<file path="src/sar_pkg.sv">
// constants shared by the serial converter control logic
package sar_pkg;
	localparam int        RES_BITS     = 14;
	localparam int        CNT_W        = 5;
	localparam int        SYNC_W       = 3;
	localparam int        SYNC_CS      = 0;
	localparam int        SYNC_SCLK    = 1;
	localparam int        SYNC_COMP    = 2;
	localparam int        MCLK_NS      = 25;
	localparam int        FRAME_CYCLES = 18;
	localparam int        CONV_PERIODS = 15;
	localparam int        MSB_INDEX    = 13;
	localparam logic [4:0] EDGE_FIRST  = 5'h01;
	localparam logic [4:0] EDGE_LASTBIT = 5'h0F;
	localparam logic [4:0] EDGE_TRACK  = 5'h10;
	localparam logic [4:0] EDGE_FRAME  = 5'h12;
	localparam logic [4:0] EDGE_BITBASE = 5'h0F;
	localparam logic [13:0] CODE_RESET = 14'h0000;
	localparam logic [13:0] CODE_MID   = 14'h2000;
	localparam logic [13:0] CODE_POS_FS = 14'h1FFF;
	localparam logic [13:0] CODE_NEG_FS = 14'h2000;
	localparam logic [2:0] SYNC_RESET  = 3'h7;
	typedef enum logic [1:0] {
		SAR_IDLE,
		SAR_WAIT,
		SAR_CONV,
		SAR_ACQ
	} sar_state_t;
endpackage

</file>
<file path="src/sar_sync.sv">
// two-flop synchronisers for the asynchronous pin inputs
`timescale 1ns/100ps
module sar_sync
	import sar_pkg::*;
(
	// clock and reset
	input  wire logic              mclk_in,
	input  wire logic              resetn_in,
	// raw and synchronised levels
	input  wire logic [SYNC_W-1:0] raw_in,
	output logic      [SYNC_W-1:0] sync_out
);
	logic [SYNC_W-1:0] stage1;

	// chip select idles high and the serial clock idles high after reset
	always_ff @(posedge mclk_in or negedge resetn_in) begin
		if (!resetn_in) begin
			stage1   <= SYNC_RESET;
			sync_out <= SYNC_RESET;
		end else begin
			stage1   <= raw_in;
			sync_out <= stage1;
		end
	end
endmodule

</file>
<file path="src/sar_ctrl.sv">
// conversion sequencing and serial result readout for the 14-bit converter
`timescale 1ns/100ps
module sar_ctrl
	import sar_pkg::*;
(
	// clock and reset
	input  wire logic                mclk_in,
	input  wire logic                resetn_in,
	// serial pins
	input  wire logic                csn_in,
	input  wire logic                sclk_in,
	output logic                     dout_out,
	output logic                     dout_oe_out,
	// analog array
	input  wire logic                comp_in,
	output logic      [RES_BITS-1:0] dac_code_out,
	output logic                     track_out,
	output logic                     converting_out
);
	logic [SYNC_W-1:0] sync_lvl;
	logic              csn_s;
	logic              sclk_s;
	logic              comp_s;
	logic              csn_prev;
	logic              sclk_prev;
	sar_state_t        state;
	sar_state_t        next_state;
	logic [CNT_W-1:0]  edge_cnt;
	logic [CNT_W-1:0]  next_cnt;
	logic [RES_BITS-1:0] sar_code;

	// bit decided on a given falling edge: edge 2 decides bit 13
	function automatic logic [3:0] bit_of_edge(input logic [CNT_W-1:0] e);
		logic [CNT_W-1:0] d;
		d = EDGE_BITBASE - e;
		return d[3:0];
	endfunction

	sar_sync u_sync (
		.mclk_in  (mclk_in),
		.resetn_in(resetn_in),
		.raw_in   ({comp_in, sclk_in, csn_in}),
		.sync_out (sync_lvl)
	);

	assign csn_s  = sync_lvl[SYNC_CS];
	assign sclk_s = sync_lvl[SYNC_SCLK];
	assign comp_s = sync_lvl[SYNC_COMP];

	// edges are taken from the second synchroniser stage only
	wire       cs_fall   = csn_prev & ~csn_s;
	wire       cs_rise   = ~csn_prev & csn_s;
	wire       sclk_fall = sclk_prev & ~sclk_s;
	wire       conv_edge = (state == SAR_CONV) && sclk_fall && !cs_rise;
	wire [3:0] dec_idx   = bit_of_edge(next_cnt);
	wire       decide    = conv_edge && (next_cnt > EDGE_FIRST) && (next_cnt <= EDGE_LASTBIT);
	// offset-binary search, msb flipped on the way out for two's complement
	wire       out_bit   = (dec_idx == 4'(MSB_INDEX)) ? ~comp_s : comp_s;
	wire       track_hit = conv_edge && (next_cnt == EDGE_TRACK);

	assign next_cnt = edge_cnt + 5'h01;

	always_comb begin
		next_state = state;
		if (cs_rise) begin
			next_state = SAR_IDLE;
		end else if (cs_fall) begin
			// chip select falling with the clock low counts as the first edge
			next_state = sclk_s ? SAR_WAIT : SAR_CONV;
		end else begin
			unique case (state)
				SAR_IDLE: next_state = SAR_IDLE;
				SAR_WAIT: next_state = sclk_fall ? SAR_CONV : SAR_WAIT;
				SAR_CONV: next_state = track_hit ? SAR_ACQ : SAR_CONV;
				SAR_ACQ:  next_state = SAR_ACQ;
			endcase
		end
	end

	always_ff @(posedge mclk_in or negedge resetn_in) begin
		if (!resetn_in) begin
			csn_prev  <= 1'b1;
			sclk_prev <= 1'b1;
			state     <= SAR_IDLE;
		end else begin
			csn_prev  <= csn_s;
			sclk_prev <= sclk_s;
			state     <= next_state;
		end
	end

	// edge counter runs through the whole frame and stops at its length
	always_ff @(posedge mclk_in or negedge resetn_in) begin
		if (!resetn_in) begin
			edge_cnt <= '0;
		end else if (cs_rise) begin
			edge_cnt <= '0;
		end else if (cs_fall) begin
			edge_cnt <= sclk_s ? 5'h00 : EDGE_FIRST;
		end else if (sclk_fall && (state != SAR_IDLE) && (edge_cnt < EDGE_FRAME)) begin
			edge_cnt <= next_cnt;
		end
	end

	// successive approximation: keep or drop the trial bit, set the next one
	always_ff @(posedge mclk_in or negedge resetn_in) begin
		if (!resetn_in) begin
			sar_code <= CODE_RESET;
		end else if ((cs_fall && !sclk_s) || ((state == SAR_WAIT) && sclk_fall && !cs_rise)) begin
			sar_code <= CODE_MID;
		end else if (decide) begin
			sar_code[dec_idx] <= comp_s;
			if (dec_idx != 4'h0) begin
				sar_code[dec_idx - 4'h1] <= 1'b1;
			end
		end
	end

	// each decided bit goes out on the same edge it is decided
	always_ff @(posedge mclk_in or negedge resetn_in) begin
		if (!resetn_in) begin
			dout_out    <= 1'b0;
			dout_oe_out <= 1'b0;
		end else begin
			dout_oe_out <= ~csn_s;
			if (cs_fall || cs_rise || track_hit) begin
				dout_out <= 1'b0;
			end else if (decide) begin
				dout_out <= out_bit;
			end
		end
	end

	assign dac_code_out   = sar_code;
	// switches stay open for the whole conversion
	assign converting_out = (state == SAR_CONV);
	assign track_out      = (state != SAR_CONV);

	oe_off_high_a: assert property (@(posedge mclk_in) disable iff (!resetn_in)
		csn_s |=> !dout_oe_out) else $error("output enabled with chip select high");

	short_cycle_a: assert property (@(posedge mclk_in) disable iff (!resetn_in)
		cs_rise |=> (state == SAR_IDLE) && track_out && (edge_cnt == 5'h00))
		else $error("conversion not abandoned on chip select rise");

	track_after16_a: assert property (@(posedge mclk_in) disable iff (!resetn_in)
		conv_edge && (edge_cnt == EDGE_LASTBIT) |=> (state == SAR_ACQ) && track_out && !dout_out)
		else $error("no tracking after sixteenth falling edge");

	hold_in_conv_a: assert property (@(posedge mclk_in) disable iff (!resetn_in)
		converting_out && !cs_rise && !track_hit |=> converting_out && !track_out)
		else $error("input reconnected during conversion");

	msb_first_a: assert property (@(posedge mclk_in) disable iff (!resetn_in)
		conv_edge && (edge_cnt == EDGE_FIRST) |=> dout_out == !$past(comp_s))
		else $error("first result bit is not the inverted msb decision");

	lsb_last_a: assert property (@(posedge mclk_in) disable iff (!resetn_in)
		conv_edge && (edge_cnt == 5'h0E) |=> dout_out == $past(comp_s) && sar_code[0] == $past(comp_s))
		else $error("last bit does not match the stored code");

	fresh_start_a: assert property (@(posedge mclk_in) disable iff (!resetn_in)
		(state == SAR_WAIT) && sclk_fall && !cs_rise |=> (sar_code == CODE_MID) && (edge_cnt == EDGE_FIRST))
		else $error("conversion did not start from a fresh code");

	conv_window_a: assert property (@(posedge mclk_in) disable iff (!resetn_in)
		converting_out |-> (edge_cnt >= EDGE_FIRST) && (edge_cnt <= EDGE_LASTBIT))
		else $error("converting outside the first fifteen periods");

	first_edge_a: assert property (@(posedge mclk_in) disable iff (!resetn_in)
		(state == SAR_WAIT) && !sclk_fall && !cs_rise |=> (state == SAR_WAIT) && (edge_cnt == 5'h00))
		else $error("conversion started without a falling serial clock");

	acq_quiet_a: assert property (@(posedge mclk_in) disable iff (!resetn_in)
		(state == SAR_ACQ) |-> !dout_out && (edge_cnt >= EDGE_TRACK) && (edge_cnt <= EDGE_FRAME))
		else $error("acquisition state out of frame bounds");

	lead_zero_a: assert property (@(posedge mclk_in) disable iff (!resetn_in)
		converting_out && (edge_cnt == EDGE_FIRST) |-> !dout_out)
		else $error("lead period shows a data bit");

	bit_stands_a: assert property (@(posedge mclk_in) disable iff (!resetn_in)
		converting_out && !sclk_fall && !cs_rise |=> $stable(dout_out))
		else $error("serial bit changed between clock falls");

	code_hold_a: assert property (@(posedge mclk_in) disable iff (!resetn_in)
		converting_out && !sclk_fall |=> $stable(sar_code))
		else $error("trial code moved without a clock fall");

	frame_cap_a: assert property (@(posedge mclk_in) disable iff (!resetn_in)
		(edge_cnt == EDGE_FRAME) && !cs_rise |=> (edge_cnt == EDGE_FRAME))
		else $error("falls beyond the frame length were counted");

	acq_hold_a: assert property (@(posedge mclk_in) disable iff (!resetn_in)
		(state == SAR_ACQ) && !cs_rise |=> (state == SAR_ACQ) && track_out && !converting_out)
		else $error("tracking left before chip select rose");

	idle_quiet_a: assert property (@(posedge mclk_in) disable iff (!resetn_in)
		(state == SAR_IDLE) |-> !dout_out && track_out && !converting_out)
		else $error("activity outside a frame");

	idle_no_count_a: assert property (@(posedge mclk_in) disable iff (!resetn_in)
		(state == SAR_IDLE) && !cs_fall |=> (state == SAR_IDLE) && (edge_cnt == 5'h00))
		else $error("frame started without chip select falling");

	oe_on_low_a: assert property (@(posedge mclk_in) disable iff (!resetn_in)
		!csn_s |=> dout_oe_out)
		else $error("output not driven with chip select low");

	low_start_a: assert property (@(posedge mclk_in) disable iff (!resetn_in)
		cs_fall && !sclk_s |=> converting_out && (sar_code == CODE_MID) && (edge_cnt == EDGE_FIRST))
		else $error("select fall with clock low did not count as first edge");
endmodule

</file>
<file path="config.mk">
export PLATFORM = sky130hd
export DESIGN_NAME = sar_ctrl
export DESIGN_NICKNAME = d
export VERILOG_FILES = /design/src/sar_pkg.sv /design/src/sar_sync.sv /design/src/sar_ctrl.sv
export SDC_FILE = /design/constraint.sdc
export NUM_CORES = 1
export LEC_CHECK = 0
export ABC_AREA = 1
export ABC_CLOCK_PERIOD_IN_PS = 2200
export BUFFER_PORTS_ARGS = -buffer_cell sky130_fd_sc_hd__buf_2
export CORE_ASPECT_RATIO = 0.5
export CORE_UTILIZATION = 51
export CTS_CLUSTER_DIAMETER = 80
export DETAILED_ROUTE_END_ITERATION = 8
export PLACE_DENSITY_LB_ADDON = 0.25
export SLEW_MARGIN = 0
export SYNTH_ARGS = -nofsm -noshare
export SYNTH_HDL_FRONTEND = slang
export SYNTH_SLANG_ARGS = --single-unit
</file>
<file path="constraint.sdc">
create_clock -name mclk_in -period 2.2 [get_ports mclk_in]
set_input_delay 0.44 -clock mclk_in [delete_from_list [all_inputs] [get_ports mclk_in]]
set_output_delay 0.44 -clock mclk_in [all_outputs]
set_load 0.005 [all_outputs]
</file>
## Word level (Yosys, flattened, before mapping)

Cells that the tools add are included.

- Muxes and demuxes: 21
- Bitwise operators: 8
- $add $sub $neg: 3
- Eq/ne operators: 6
- Shifts and indexed selects: 0
- Div/mod/pow operators: 0
- Magnitude comparators: 7
- Multiply operators: 0
- Reduce and logical (&&, ||, !) cells: 23

Operators with widths:

| cell | count |
|---|---|
| 14-bit two-way mux | 3 |
| 5-bit two-way mux | 3 |
| 14-bit bitwise mux | 1 |
| 14-bit OR | 1 |
| 1-bit logical AND | 12 |
| 4-bit by 5-bit < comparator with 1-bit output, second input constant | 2 |
| 1-bit demux with 4-bit select | 2 |
| 4-bit by 1-bit greater-or-equal comparator with 1-bit output, second input constant | 2 |
| 2-bit two-way mux | 4 |
| 2-bit one-hot mux with 4 select lines | 1 |
| 1-bit two-way mux | 7 |
| 2-bit nonzero test | 3 |
| 5-bit by 1-bit adder with 5-bit output, second input constant | 1 |
| 5-bit equality test, second input constant | 1 |
| 5-bit by 1-bit greater-than comparator with 1-bit output, second input constant | 1 |
| 5-bit by 4-bit less-or-equal comparator with 1-bit output, second input constant | 1 |
| 5-bit < comparator, second input constant | 1 |
| 2-bit equality test, second input constant | 2 |
| 4-bit equality test, second input constant | 1 |
| 1-bit inverter | 4 |
| 4-bit nonzero test | 1 |
| 4-bit by 1-bit subtractor with 4-bit output, second input constant | 1 |
| 4-bit subtractor, first input constant | 1 |
| 1-bit bitwise AND | 3 |
| other kinds (6) | 9 |

- Bits in writable memories: 0
- Memories: 0
- Latch bits: 0
- Bits of input ports: 5
- Word-level logic and storage cells: 77
- ROM bits: 0
- Bits in registers: 31

## Logic depth before layout (Yosys ltp)

Gate-level depths: netlist (run 1).

- Depth after elaboration: 11
- Gate-level depth with buffers: 13
- Mapped depth without buffers: 13

## Modules after synthesis

Synthesis (run 1) repeated with hierarchy kept, for this count alone.

- Cells, all modules: 260
- Area, all modules: 1,871.8 um^2

By module, submodules not included:

| module | cells an instance | area each (um^2) | instances |
|---|---|---|---|
| sar_ctrl | 254 | 1,714.1 | 1 |
| sar_sync | 6 | 157.7 | 1 |

## Least setup slack after synthesis (run 1)

Ideal clock, no wire load.

- Path kind: flip-flop to flip-flop
- Start point: register edge_cnt[0]
- End point: register sar_code[4] (netlist: dac_code_out[4])
- Library setup time: 0.117 ns
- Arrival: 1.600 ns
- Path slack: 0.483 ns
- Period minus slack after synthesis: 1.717 ns
- Buffers on the path: 1
- Stages on the path, launching flop included: 13
- Data required time: 2.083 ns
- Path through: dfrtp_1 -> inv_1 -> ha_1 -> nand2_1 -> nor2_2 -> nand2_1 -> inv_2 -> nand2_2 -> nand2_4 -> nor2_4 -> buf_6 -> nand2_1 -> nand2_1

- Cells in the longest elaborated chain, start to end: 11

RTL lines:

| item | line | text |
|---|---|---|
| start: declaration | sar_ctrl.sv:28 | `logic [CNT_W-1:0] edge_cnt;` |
| start signal: assignment | sar_ctrl.sv:99 | `edge_cnt <= sclk_s ? 5'h00 : EDGE_FIRST;` |
| start signal: assignment | sar_ctrl.sv:101 | `edge_cnt <= next_cnt;` |
| 5-bit by 1-bit adder with 5-bit output * | sar_ctrl.sv:61 | `assign next_cnt = edge_cnt + 5'h01;` |
| 4-bit subtractor | sar_ctrl.sv:35 | `d = EDGE_BITBASE - e;` |
| 4-bit by 1-bit subtractor with 4-bit output (tied with other cells) | sar_ctrl.sv:114 | `sar_code[dec_idx - 4'h1] <= 1'b1;` |
| 4-bit by 5-bit < comparator with 1-bit output (implied by the code) (tied with other cells) | sar_ctrl.sv:114 |  |
| 1-bit logical AND (implied by the code) / 1-bit two-way mux (equally long branches) | sar_ctrl.sv:114, sar_ctrl.sv:112 |  |
| 1-bit two-way mux (implied by the code) / 1-bit demux with 4-bit select (equally long branches) | sar_ctrl.sv:114, sar_ctrl.sv:112 |  |
| 1-bit demux with 4-bit select / 14-bit bitwise mux (equally long branches) | sar_ctrl.sv:114, sar_ctrl.sv:112 |  |
| 14-bit OR (no line) | -- |  |
| 14-bit two-way mux | sar_ctrl.sv:113 | `if (dec_idx != 4'h0) begin` |
| 14-bit two-way mux | sar_ctrl.sv:111 | `end else if (decide) begin` |
| 14-bit two-way mux | sar_ctrl.sv:109 | `end else if ((cs_fall && !sclk_s) \|\| ((state == SAR_WAIT) && sclk_fall && !cs_rise)) begin` |
| end signal: indexed assignment | sar_ctrl.sv:112 | `sar_code[dec_idx] <= comp_s;` |
| end: declaration | sar_ctrl.sv:30 | `logic [RES_BITS-1:0] sar_code;` |

Mark *: on every way between the ends. The rest lies on a longest branch, timed or not. The select of a mux whose other input is x is not followed.
A chain may end at the register's enable or synchronous reset.

## Worst setup path in the final report (run 1)

- Start point: register edge_cnt[1]
- End point: register sar_code[10] (netlist: dac_code_out[10])

The elaborated chain is that of the path after synthesis.

==> results of run 1 <==
## worst max-delay path: cells and delay by family (launching register included)
family        cells  cell delay (ps)
buf+inv           2              190
simple gates      8              930
fa+ha+maj         1              340
flops             1              480
## kinds of logic (layout without fill, tap and decap cells)
family                   after synthesis  after routing  synth area share [%]
flip-flops                            31             31                  42.0
XOR/XNOR                               1              1                 0.869
AO/OA/AOI/OAI                         33             33                  9.02
AND/OR/NAND/NOR                      151            152                  35.4
adder cells (fa/ha/maj)                7              7                  4.68
buffers and inverters                 37             67                  8.09
## how the worst max path moves through the flow
| stage | from | end | slack (ps) | cells past startpoint |
|---|---|---|---|---|
| after CTS | edge_cnt[0] | dac_code_out[2] | 210 | 11 |
| after global placement | edge_cnt[1] | dac_code_out[2] | 290 | 11 |
| after detailed placement | edge_cnt[0] | dac_code_out[2] | 220 | 11 |
| final | edge_cnt[1] | dac_code_out[10] | 210 | 11 |
| after floorplan | edge_cnt[0] | dac_code_out[4] | 480 | 12 |
| after global routing | edge_cnt[1] | dac_code_out[10] | 0.7 | 11 |
## layer usage
metal	vias to the layer above	part of all wire (%)	routed length [um]	global-route usage, %
met2	66	42	1820	35.8
met3	8	7.4	321	6.95
met1	823	49	2120	32.1
met4	0	1.2	50	9.51
met5	-	0	0	0
li1	880	-	-	-
## repair_timing
action                     in CTS  in global routing
setup endpoints to repair       0                  3
resized for setup               0                  1
setup buffers                   0                  0
## sequential cells by signal (all words and copies together), names as in the netlist
name	cells
dout_out	1
edge_cnt	5
dout_oe_out	1
dac_code_out	14
u_sync.sync_out	3
state	2
sclk_prev	1
u_sync.stage1	3
csn_prev	1
## cells in the final DEF (no fill, tap or decap), drive strengths merged, types with 6 or more instances in the layout
cell type,Yosys,final
nand3,24,24
dfrtp,23,23
dfstp,8,8
buf,1,23
clkbuf,0,6
nor2,17,18
inv,35,35
ha,7,7
nand2,105,105
o21ai,26,26
## through the flow
stage,utilization (%),instance area (sq um),std cells
floorplan,-,1870,260
global placement,58.8,2040,333
detailed placement,58.8,2040,333
CTS,62.2,2160,341
global route,62.6,2170,342
finish,62.6,2170,342
## Yosys cell counts (all sizes together)
| cell | count | area share [%] |
|---|---|---|
| nor2 | 17 | 3.9 |
| inv | 35 | 7.3 |
| buf | 1 | 0.60 |
| dfrtp | 23 | 31 |
| o21ai | 26 | 7.0 |
| o22ai | 1 | 0.33 |
| dfstp | 8 | 11 |
| nand2 | 105 | 23 |
| nand4 | 4 | 1.3 |
| nand3 | 24 | 7.1 |
| xor2 | 1 | 0.87 |
| a21oi | 4 | 1.1 |
| clkinv | 1 | 0.20 |
| ha | 7 | 4.7 |
| a31oi | 2 | 0.67 |
| and2 | 1 | 0.33 |
## power breakdown
group	leakage [nW]	switching (W)	internal, W
registers	0.394	0.0000581	0.000628
clock network	0.0612	0.000230	0.000366
logic	0.714	0.000444	0.000202
## final cells by class
cell class | instances | area, sq um | share of cell area, %
flip-flops and latches | 31 | 786 | 36.2
clock buffers | 6 | 82.6 | 3.80
well taps | 51 | 63.8 | 2.94
inverters | 36 | 140 | 6.45
repair buffers | 23 | 118 | 5.41
multi-input cells | 193 | 947 | 43.6
clock inverters | 2 | 35.0 | 1.61
==> impl_metrics.ini, run 1 <==
[flow_run]
maxCapViolCount = 0

[cts]
cts.htree.levels = 2
tritoncts = yes
postCtsHoldBufs = 0
clock_latency_ps = 290
max-clock-path-buffers = 2
cts_buffers = 5
clk_pin_slew_ps = 70
cts_root_buffer = clkbuf_8
cts_sinks = 31

[global_route]
grt_first_pass_wirelength_mm = 6.80
grt_pass1_vias = 1448
track_usage_pct = 23.6
antenna_found_initial = 0
grt_overflow_total = 0
grt_max_degree = 32

[placement]
pre_cts_ws_ps = 224
port_buffers = 22
place_congestion = 0.914
dp_hpwl_mm = 3.09

[critical_path]
cp.required_ps = 2430
worst_ep_arrival_time_ps = 2220
slowest_stage = dfrtp_1
critPathCaptureType = register
path_cells = ha_1 > inv_1 > nand2_2 > nand2_4 > inv_4 > nand3_4 > nand2_2 > nand2_4 > nor2_2 > nand2_1 > nand2_1
slowest_delay_ps = 480
reg2reg_depth = 11
crit_type = reg -> reg
crit_fanout = 7
r2r_end = dac_code_out[10]
worstReg2RegStart = edge_cnt[1]
r2r_slack_ps = 210
startpoint_type = register

[timing]
tns_ps = 0
drv_slew = 0
finalWorstSetupSlack_ps = 210
fin_skew_ps = 7.56
fin_crit_ps = 1990
timing.fmax_mhz = 503
tightest_slew_ps = 692
rsz0062_at_grt = no
slew_headroom_pct = 53.8
holdWs_ps = 187
hold_violations = 0
min_period_over_period_pct = 90.4
finalSetupViolations = 0

[drt]
wl_per_cell_um = 12.6
drc = 0
dr.first_iter.drc_count = 132
drt_wl_total_mm = 4.32
vias_per_cell = 5.20
first_pass_iters = 4
num_vias = 1777
ant_nets = 0

[floorplanning]
dieArea_sq_um = 3930
ioPinCount = 23
rows = 15
chipHeight_um = 44.8
chipWidth_um = 87.7
core_sq_um = 3470
start_util_pct = 53.9

[pwr]
powerDensity_nw_per_um2 = 888
ir_drop_v = 0.000434
design_power_total_w = 0.00193
p_leak_nw = 1.17

[logic_synthesis]
synth_seq_cells = 31
ys_seq_area_share_pct = 42.0
yosysWarnings = 0
avgSynthCellArea_sq_um = 7.20
syn_nets = 272
netlist_instances = 260
ys_types = 24
netlist_area_sq_um = 1870

[layout]
drive_above_1_share_pct = 18.9
area_delta_synth_final_pct = 16.0
nets = 302
diodes = 0
fill_cells = 313

[hold_path]
hold_class = in -> async

[run_status]
outcome = finished clean
No activity file was read; power rests on OpenSTA's default activity.
==> inputs of run 2 (changes only) <==
- ABC_AREA: 1 -> unset
- SKIP_CTS_REPAIR_TIMING: unset -> 1
- SLEW_MARGIN: 0 -> 40
==> run 2 against run 1 <==
  * The run now ends with setup timing left
  * Via count grew 15%
  * Fmax shrank 10%
  * Design area grew 24%
  * Non-clock buffer count grew 26
  * Largest cell class unchanged
  * Sequential cell count is the same
  * Synthesized area grew 15%
  * Sequential share of layout area shrank 7.0 points
  * Count of clock-buffer cells in the layout shrank 1
==> impl_metrics.ini, run 2 <==
[drt]
drc = 0
m1WireLength_mm = 2.66
dr.first_iter.drc_count = 179
num_vias = 2044
routed-wl-met3_um = 386
first_pass_iters = 5
wl_per_cell_um = 18.0
top_layer_used = met4
dr_wl_met2_mm = 2.64
vias_per_cell = 6.27
drt_wl_total_mm = 5.86
ant_nets = 0

[layout]
largest_reg_flops = 14
drive_above_1_share_pct = 36.4
final_cell_mix = 22 x dfrtp_1, 22 x buf_2, 22 x buf_4
nets = 283
finalInstanceArea_sq_um = 2700
fin_util_pct = 68.0
diodes = 0
layoutNonFillerInstCount = 326
area_delta_synth_final_pct = 25.8

[logic_synthesis]
synth-edff-count = 0
yosysWarnings = 0
netlist_instances = 227
synth_seq_cells = 31
synth_area_leader_cell = dfrtp_1
ys_types = 64
synthArstFlopShare_pct = 100
netlist_area_sq_um = 2140
ys_seq_area_share_pct = 36.7
synthFlopType = dfrtp_1
yosys-top-cells-area = dfrtp_1 27%, dfstp_2 9.8%, ha_1 4.1%, nor2_1 3.9%, nand3_1 2.8%
synth.top_cells.by_count = 23 x dfrtp_1, 22 x nor2_1, 14 x inv_1
syn_nets = 239
synth.most_common_cell = dfrtp_1
avgSynthCellArea_sq_um = 9.44
synth.top_cell.area_share_pct = 26.9

[hold_path]
hold_class = in -> async

[floorplanning]
rows = 16
ioPinCount = 23
chipWidth_um = 93.7
start_util_pct = 54.1
core_sq_um = 3960
dieArea_sq_um = 4480
chipHeight_um = 47.8

[critical_path]
critPathCaptureType = register
worstReg2RegStart = csn_prev
startpoint_type = register
crit_fanout = 7
crit_type = reg -> reg
cp.required_ps = 2380
r2r_end = dac_code_out[2]
r2r_slack_ps = -10
critPathLaunch = csn_prev
reg2reg_depth = 9
worst_ep_arrival_time_ps = 2390

[timing]
min_period_over_period_pct = 100
slew_headroom_pct = 54.9
hold_violations = 0
rsz0062_at_grt = yes
fin_skew_ps = 5.19
tightest_slew_ps = 677
fin_crit_ps = 2210
finalSetupViolations = 1
finalWorstSetupSlack_ps = -10.9
timing.fmax_mhz = 452
drv_slew = 0

[placement]
dp_hpwl_mm = 3.99
place_congestion = 0.964
port_buffers = 22
place_inst = 314
placed_area_sq_um = 2420

[cts]
clk_pin_slew_ps = 70
cts.htree.levels = 2
clock_latency_ps = 290
cts_buffers = 5
max-clock-path-buffers = 2
cts_sinks = 31
cts_root_buffer = clkbuf_8
tritoncts = yes

[run_status]
outcome = finished, violations left
violations = setup timing

[global_route]
grt_max_degree = 32
grt_pass1_vias = 1743
track_usage_pct = 26.1
grt_overflow_total = 0
grt_first_pass_wirelength_mm = 8.56
antenna_found_initial = 0

[flow_run]
maxCapViolCount = 0

[pwr]
ir_drop_v = 0.000422
p_leak_nw = 1.11
design_power_total_w = 0.00239
powerDensity_nw_per_um2 = 888
run 2: cell types whose count changed after synthesis, moves of 4 or more:
cell      change
nand2_1      -89
nor2_1        +7
nor2b_1       +4
nand3_1      -11
inv_1        -17
a21oi_1       +7
o21ai_0      -11
a211oi_1      +5
buf_2         +4
nor3_1       +11
o31ai_1       +5
xnor2_1       +5
run 2: layout make-up:
class	count	area (sq um)
multi-input combinational	170	1340
fill	311	1270
sequential	31	787
timing repair buffer	49	340
clock buffer	5	68.8
tap	54	67.6
inverter	14	52.6
clock inverter	3	43.8
run 2: metrics by stage:
| step | hold slack, ps | setup WS [ps] | setup TNS [ps] |
|---|---|---|---|
| floorplan | 144 | -17.8 | -35.5 |
| global placement | 346 | 11.1 | 0 |
| detailed placement | 349 | -56.6 | -211 |
| CTS | 212 | -138 | -571 |
| global route | 233 | -93.5 | -433 |
| finish | 177 | -10.9 | -10.9 |
run 2: cell families after synthesis:
| kind of cell | Yosys count | synth area share, % |
|---|---|---|
| flip-flops | 31 | 36.7 |
| adder cells (fa/ha/maj) | 7 | 4.09 |
| AO/OA/AOI/OAI | 73 | 27.2 |
| AND/OR/NAND/NOR | 79 | 20.0 |
| multiplexers | 4 | 1.93 |
| XOR/XNOR | 7 | 4.09 |
| buffers and inverters | 26 | 6.01 |
run 2: worst max-delay path, cell delays in order, from the launching register on:
cell and delay, ps:
dfstp_2 540, inv_2 40, ha_4 150, or3b_4 400, a211oi_4 210, buf_6 150
o2111ai_4 200, buf_6 200, mux2i_1 130, a21oi_1 80
run 2: worst max-delay path by stage:
stage,slack (ps),depth (start not counted),to
2_1_floorplan,-20,8,dac_code_out[10]
3_3_place_gp,10,8,dac_code_out[8]
3_5_place_dp,-60,8,dac_code_out[2]
4_1_cts,-140,8,dac_code_out[8]
5_1_grt,-90,9,dac_code_out[2]
6_report,-10,9,dac_code_out[2]
run 2: power by group:
group,total [W],switching [W],internal (W)
Clock,0.000577,0.000240,0.000337
Combinational,0.00112,0.000660,0.000456
Sequential,0.000701,0.0000715,0.000629
run 2: metal layers:
layer  up-vias  track usage (%)
met5         -                0
met4         0             12.3
met3        23             6.83
met2       102             42.0
met1       986             34.0
li1        933                -
==> inputs of run 3 (changes only) <==
- SYNTH_HIERARCHICAL: unset -> 1
==> run 3 against run 2 <==
  * The flow now finishes without violations
  * Highest routed layer unchanged
  * Sequential cell count stayed put
  * Clock power is 2% lower
  * Fmax is 0.82% higher
  * Core utilization is 5.2 points higher
  * Synthesized cell count is 0.88% lower
  * Power is 6.6% higher
  * Design area is 1.1% lower
  * Synthesized area is 4.1% lower
  * Die area is 4.0% lower
==> impl_metrics.ini, run 3 <==
[layout]
drive_above_1_share_pct = 39.1
area_delta_synth_final_pct = 29.8
diodes = 0
final_cell_mix = 33 x buf_4, 22 x buf_2, 21 x dfrtp_1
final_common_cell = buf_4
nets = 285
largest_reg_flops = 14
fin_util_pct = 73.2

[critical_path]
startpoint_type = register
path_buf_inv = 2
worst_ep_arrival_time_ps = 2380
cpLargestDelayFamily = compound AO/OA/AOI/OAI gates
cp.required_ps = 2390
path_cells = inv_4 > ha_4 > nor4bb_2 > a211oi_2 > buf_4 > xnor2_2 > a32o_1 > a21oi_1 > a311oi_1
crit_fanout = 4
slowest_delay_ps = 440
slowest_stage = dfrtp_2
crit_type = reg -> reg
critPathCaptureType = register

[floorplanning]
chipHeight_um = 46.9
ioPinCount = 23
chipWidth_um = 91.8
dieArea_sq_um = 4300
start_util_pct = 56.4
rows = 15
core_sq_um = 3640

[drt]
num_vias = 1991
drc = 0
ant_nets = 0
dr.first_iter.drc_count = 169
wl_per_cell_um = 17.8
vias_per_cell = 6.13
drt_wl_total_mm = 5.77
first_pass_iters = 6

[logic_synthesis]
netlist_area_sq_um = 2050
synth.top_cells.by_count = 23 x dfrtp_1, 19 x nand2_1, 14 x a21oi_1, 14 x nor2_1, 12 x inv_1
synth.most_common_cell = dfrtp_1
yosysWarnings = 6
synth_area_leader_cell = dfrtp_1
ys_types = 58
ys_seq_area_share_pct = 38.2
synth.top_cell.area_share_pct = 28.0
yosys-top-cells-area = dfrtp_1 28%, dfstp_2 10%, ha_1 4.3%, nand2_1 3.5%, a21oi_1 3.4%
synthFlopType = dfrtp_1
synth-edff-count = 0
synthArstFlopShare_pct = 100
syn_nets = 237
synth_seq_cells = 31
netlist_instances = 225
avgSynthCellArea_sq_um = 9.13

[hold_path]
hold_class = in -> async

[timing]
rsz0062_at_grt = yes
tightest_slew_ps = 680
hold_violations = 0
finalSetupViolations = 0
fin_skew_ps = 5.48
min_period_over_period_pct = 99.7
fin_crit_ps = 2190
timing.fmax_mhz = 456
slew_headroom_pct = 54.6
drv_slew = 0

[placement]
port_buffers = 22
dp_hpwl_mm = 3.82
place_congestion = 0.883

[run_status]
outcome = finished clean

[pwr]
p_leak_nw = 1.16
powerDensity_nw_per_um2 = 958
design_power_total_w = 0.00255
ir_drop_v = 0.000409
p_switching_w = 0.000993
pwr-share-seq_pct = 26.9
p_comb_share_pct = 50.8
pwr-share-clk_pct = 22.2
switching_share_pct = 38.9
intPower_w = 0.00156

[cts]
clk_pin_slew_ps = 70
cts_buffers = 5
max-clock-path-buffers = 2
clock_latency_ps = 290
cts.htree.levels = 2
tritoncts = yes
cts_sinks = 31
cts_root_buffer = clkbuf_8

[global_route]
track_usage_pct = 25.9
grt_overflow_total = 0
grt_first_pass_wirelength_mm = 8.34
antenna_found_initial = 0
grt_pass1_vias = 1660
grt_max_degree = 32

[flow_run]
maxCapViolCount = 0
-- run 3: cell families (layout without fill, tap and decap cells) --
kind of cell,after synthesis,count (layout),synth area share (%)
and+or+nand+nor,71,71,17.7
AOI/OAI and AO/OA,77,77,28.9
DFF,31,31,38.2
muxes,1,1,0.487
xor gates and xnor gates,8,8,3.41
buffers and inverters,30,79,6.94
adders and majority gates,7,7,4.26
-- run 3: layer usage --
metal	vias up	part of all wire, %	track usage, %
met1	951	46	35.2
met5	-	0	0
li1	929	-	-
met4	0	1.4	4.69
met3	17	6.3	6.96
met2	94	46	43.2
-- run 3: area by class of cell --
type | instances | area, sq um
Timing Repair Buffer | 58 | 400
Fill cell | 255 | 975
Clock buffer | 5 | 68.8
Tap cell | 51 | 63.8
Multi-Input combinational cell | 164 | 1250
Sequential cell | 31 | 788
Inverter | 13 | 51.3
Clock inverter | 3 | 43.8
-- run 3: metrics by stage --
stage                     hold slack [ps]  cell area [sq um]  setup slack [ps]  instances  setup TNS [ps]
final                                 179               2670              7.09        325               0
after global routing                  237               2670             -65.8        325            -263
after CTS                             219               2500              -240        321           -1100
after detailed placement              347               2390              -199        313            -709
after global placement                346               2390              20.4        313               0
after floorplan                       144               2050              2.24        225               0
-- run 3: worst paths after layout --
kind                       depth (start not counted)             start            endpoint  slack [ps]
max in group asynchronous                          1         resetn_in         edge_cnt[0]        1530
min in group mclk_in                               1           sclk_in    u_sync/stage1[1]         250
min                                                1         resetn_in     dac_code_out[2]         180
min reg2reg                                        0  u_sync/stage1[2]  u_sync/sync_out[2]         360
max                                                9       edge_cnt[0]     dac_code_out[4]           7
max reg2reg                                        9       edge_cnt[0]     dac_code_out[4]           7
-- run 3: power groups by stage --
stage | combinational (W) | clock (W) | sequential (W)
after floorplan | 0.000663 | 0 | 0.000672
after global placement | 0.00103 | 0 | 0.000674
after detailed placement | 0.00106 | 0 | 0.000677
after CTS | 0.00107 | 0.000576 | 0.000667
after global routing | 0.00137 | 0.000602 | 0.000694
final | 0.00130 | 0.000568 | 0.000688
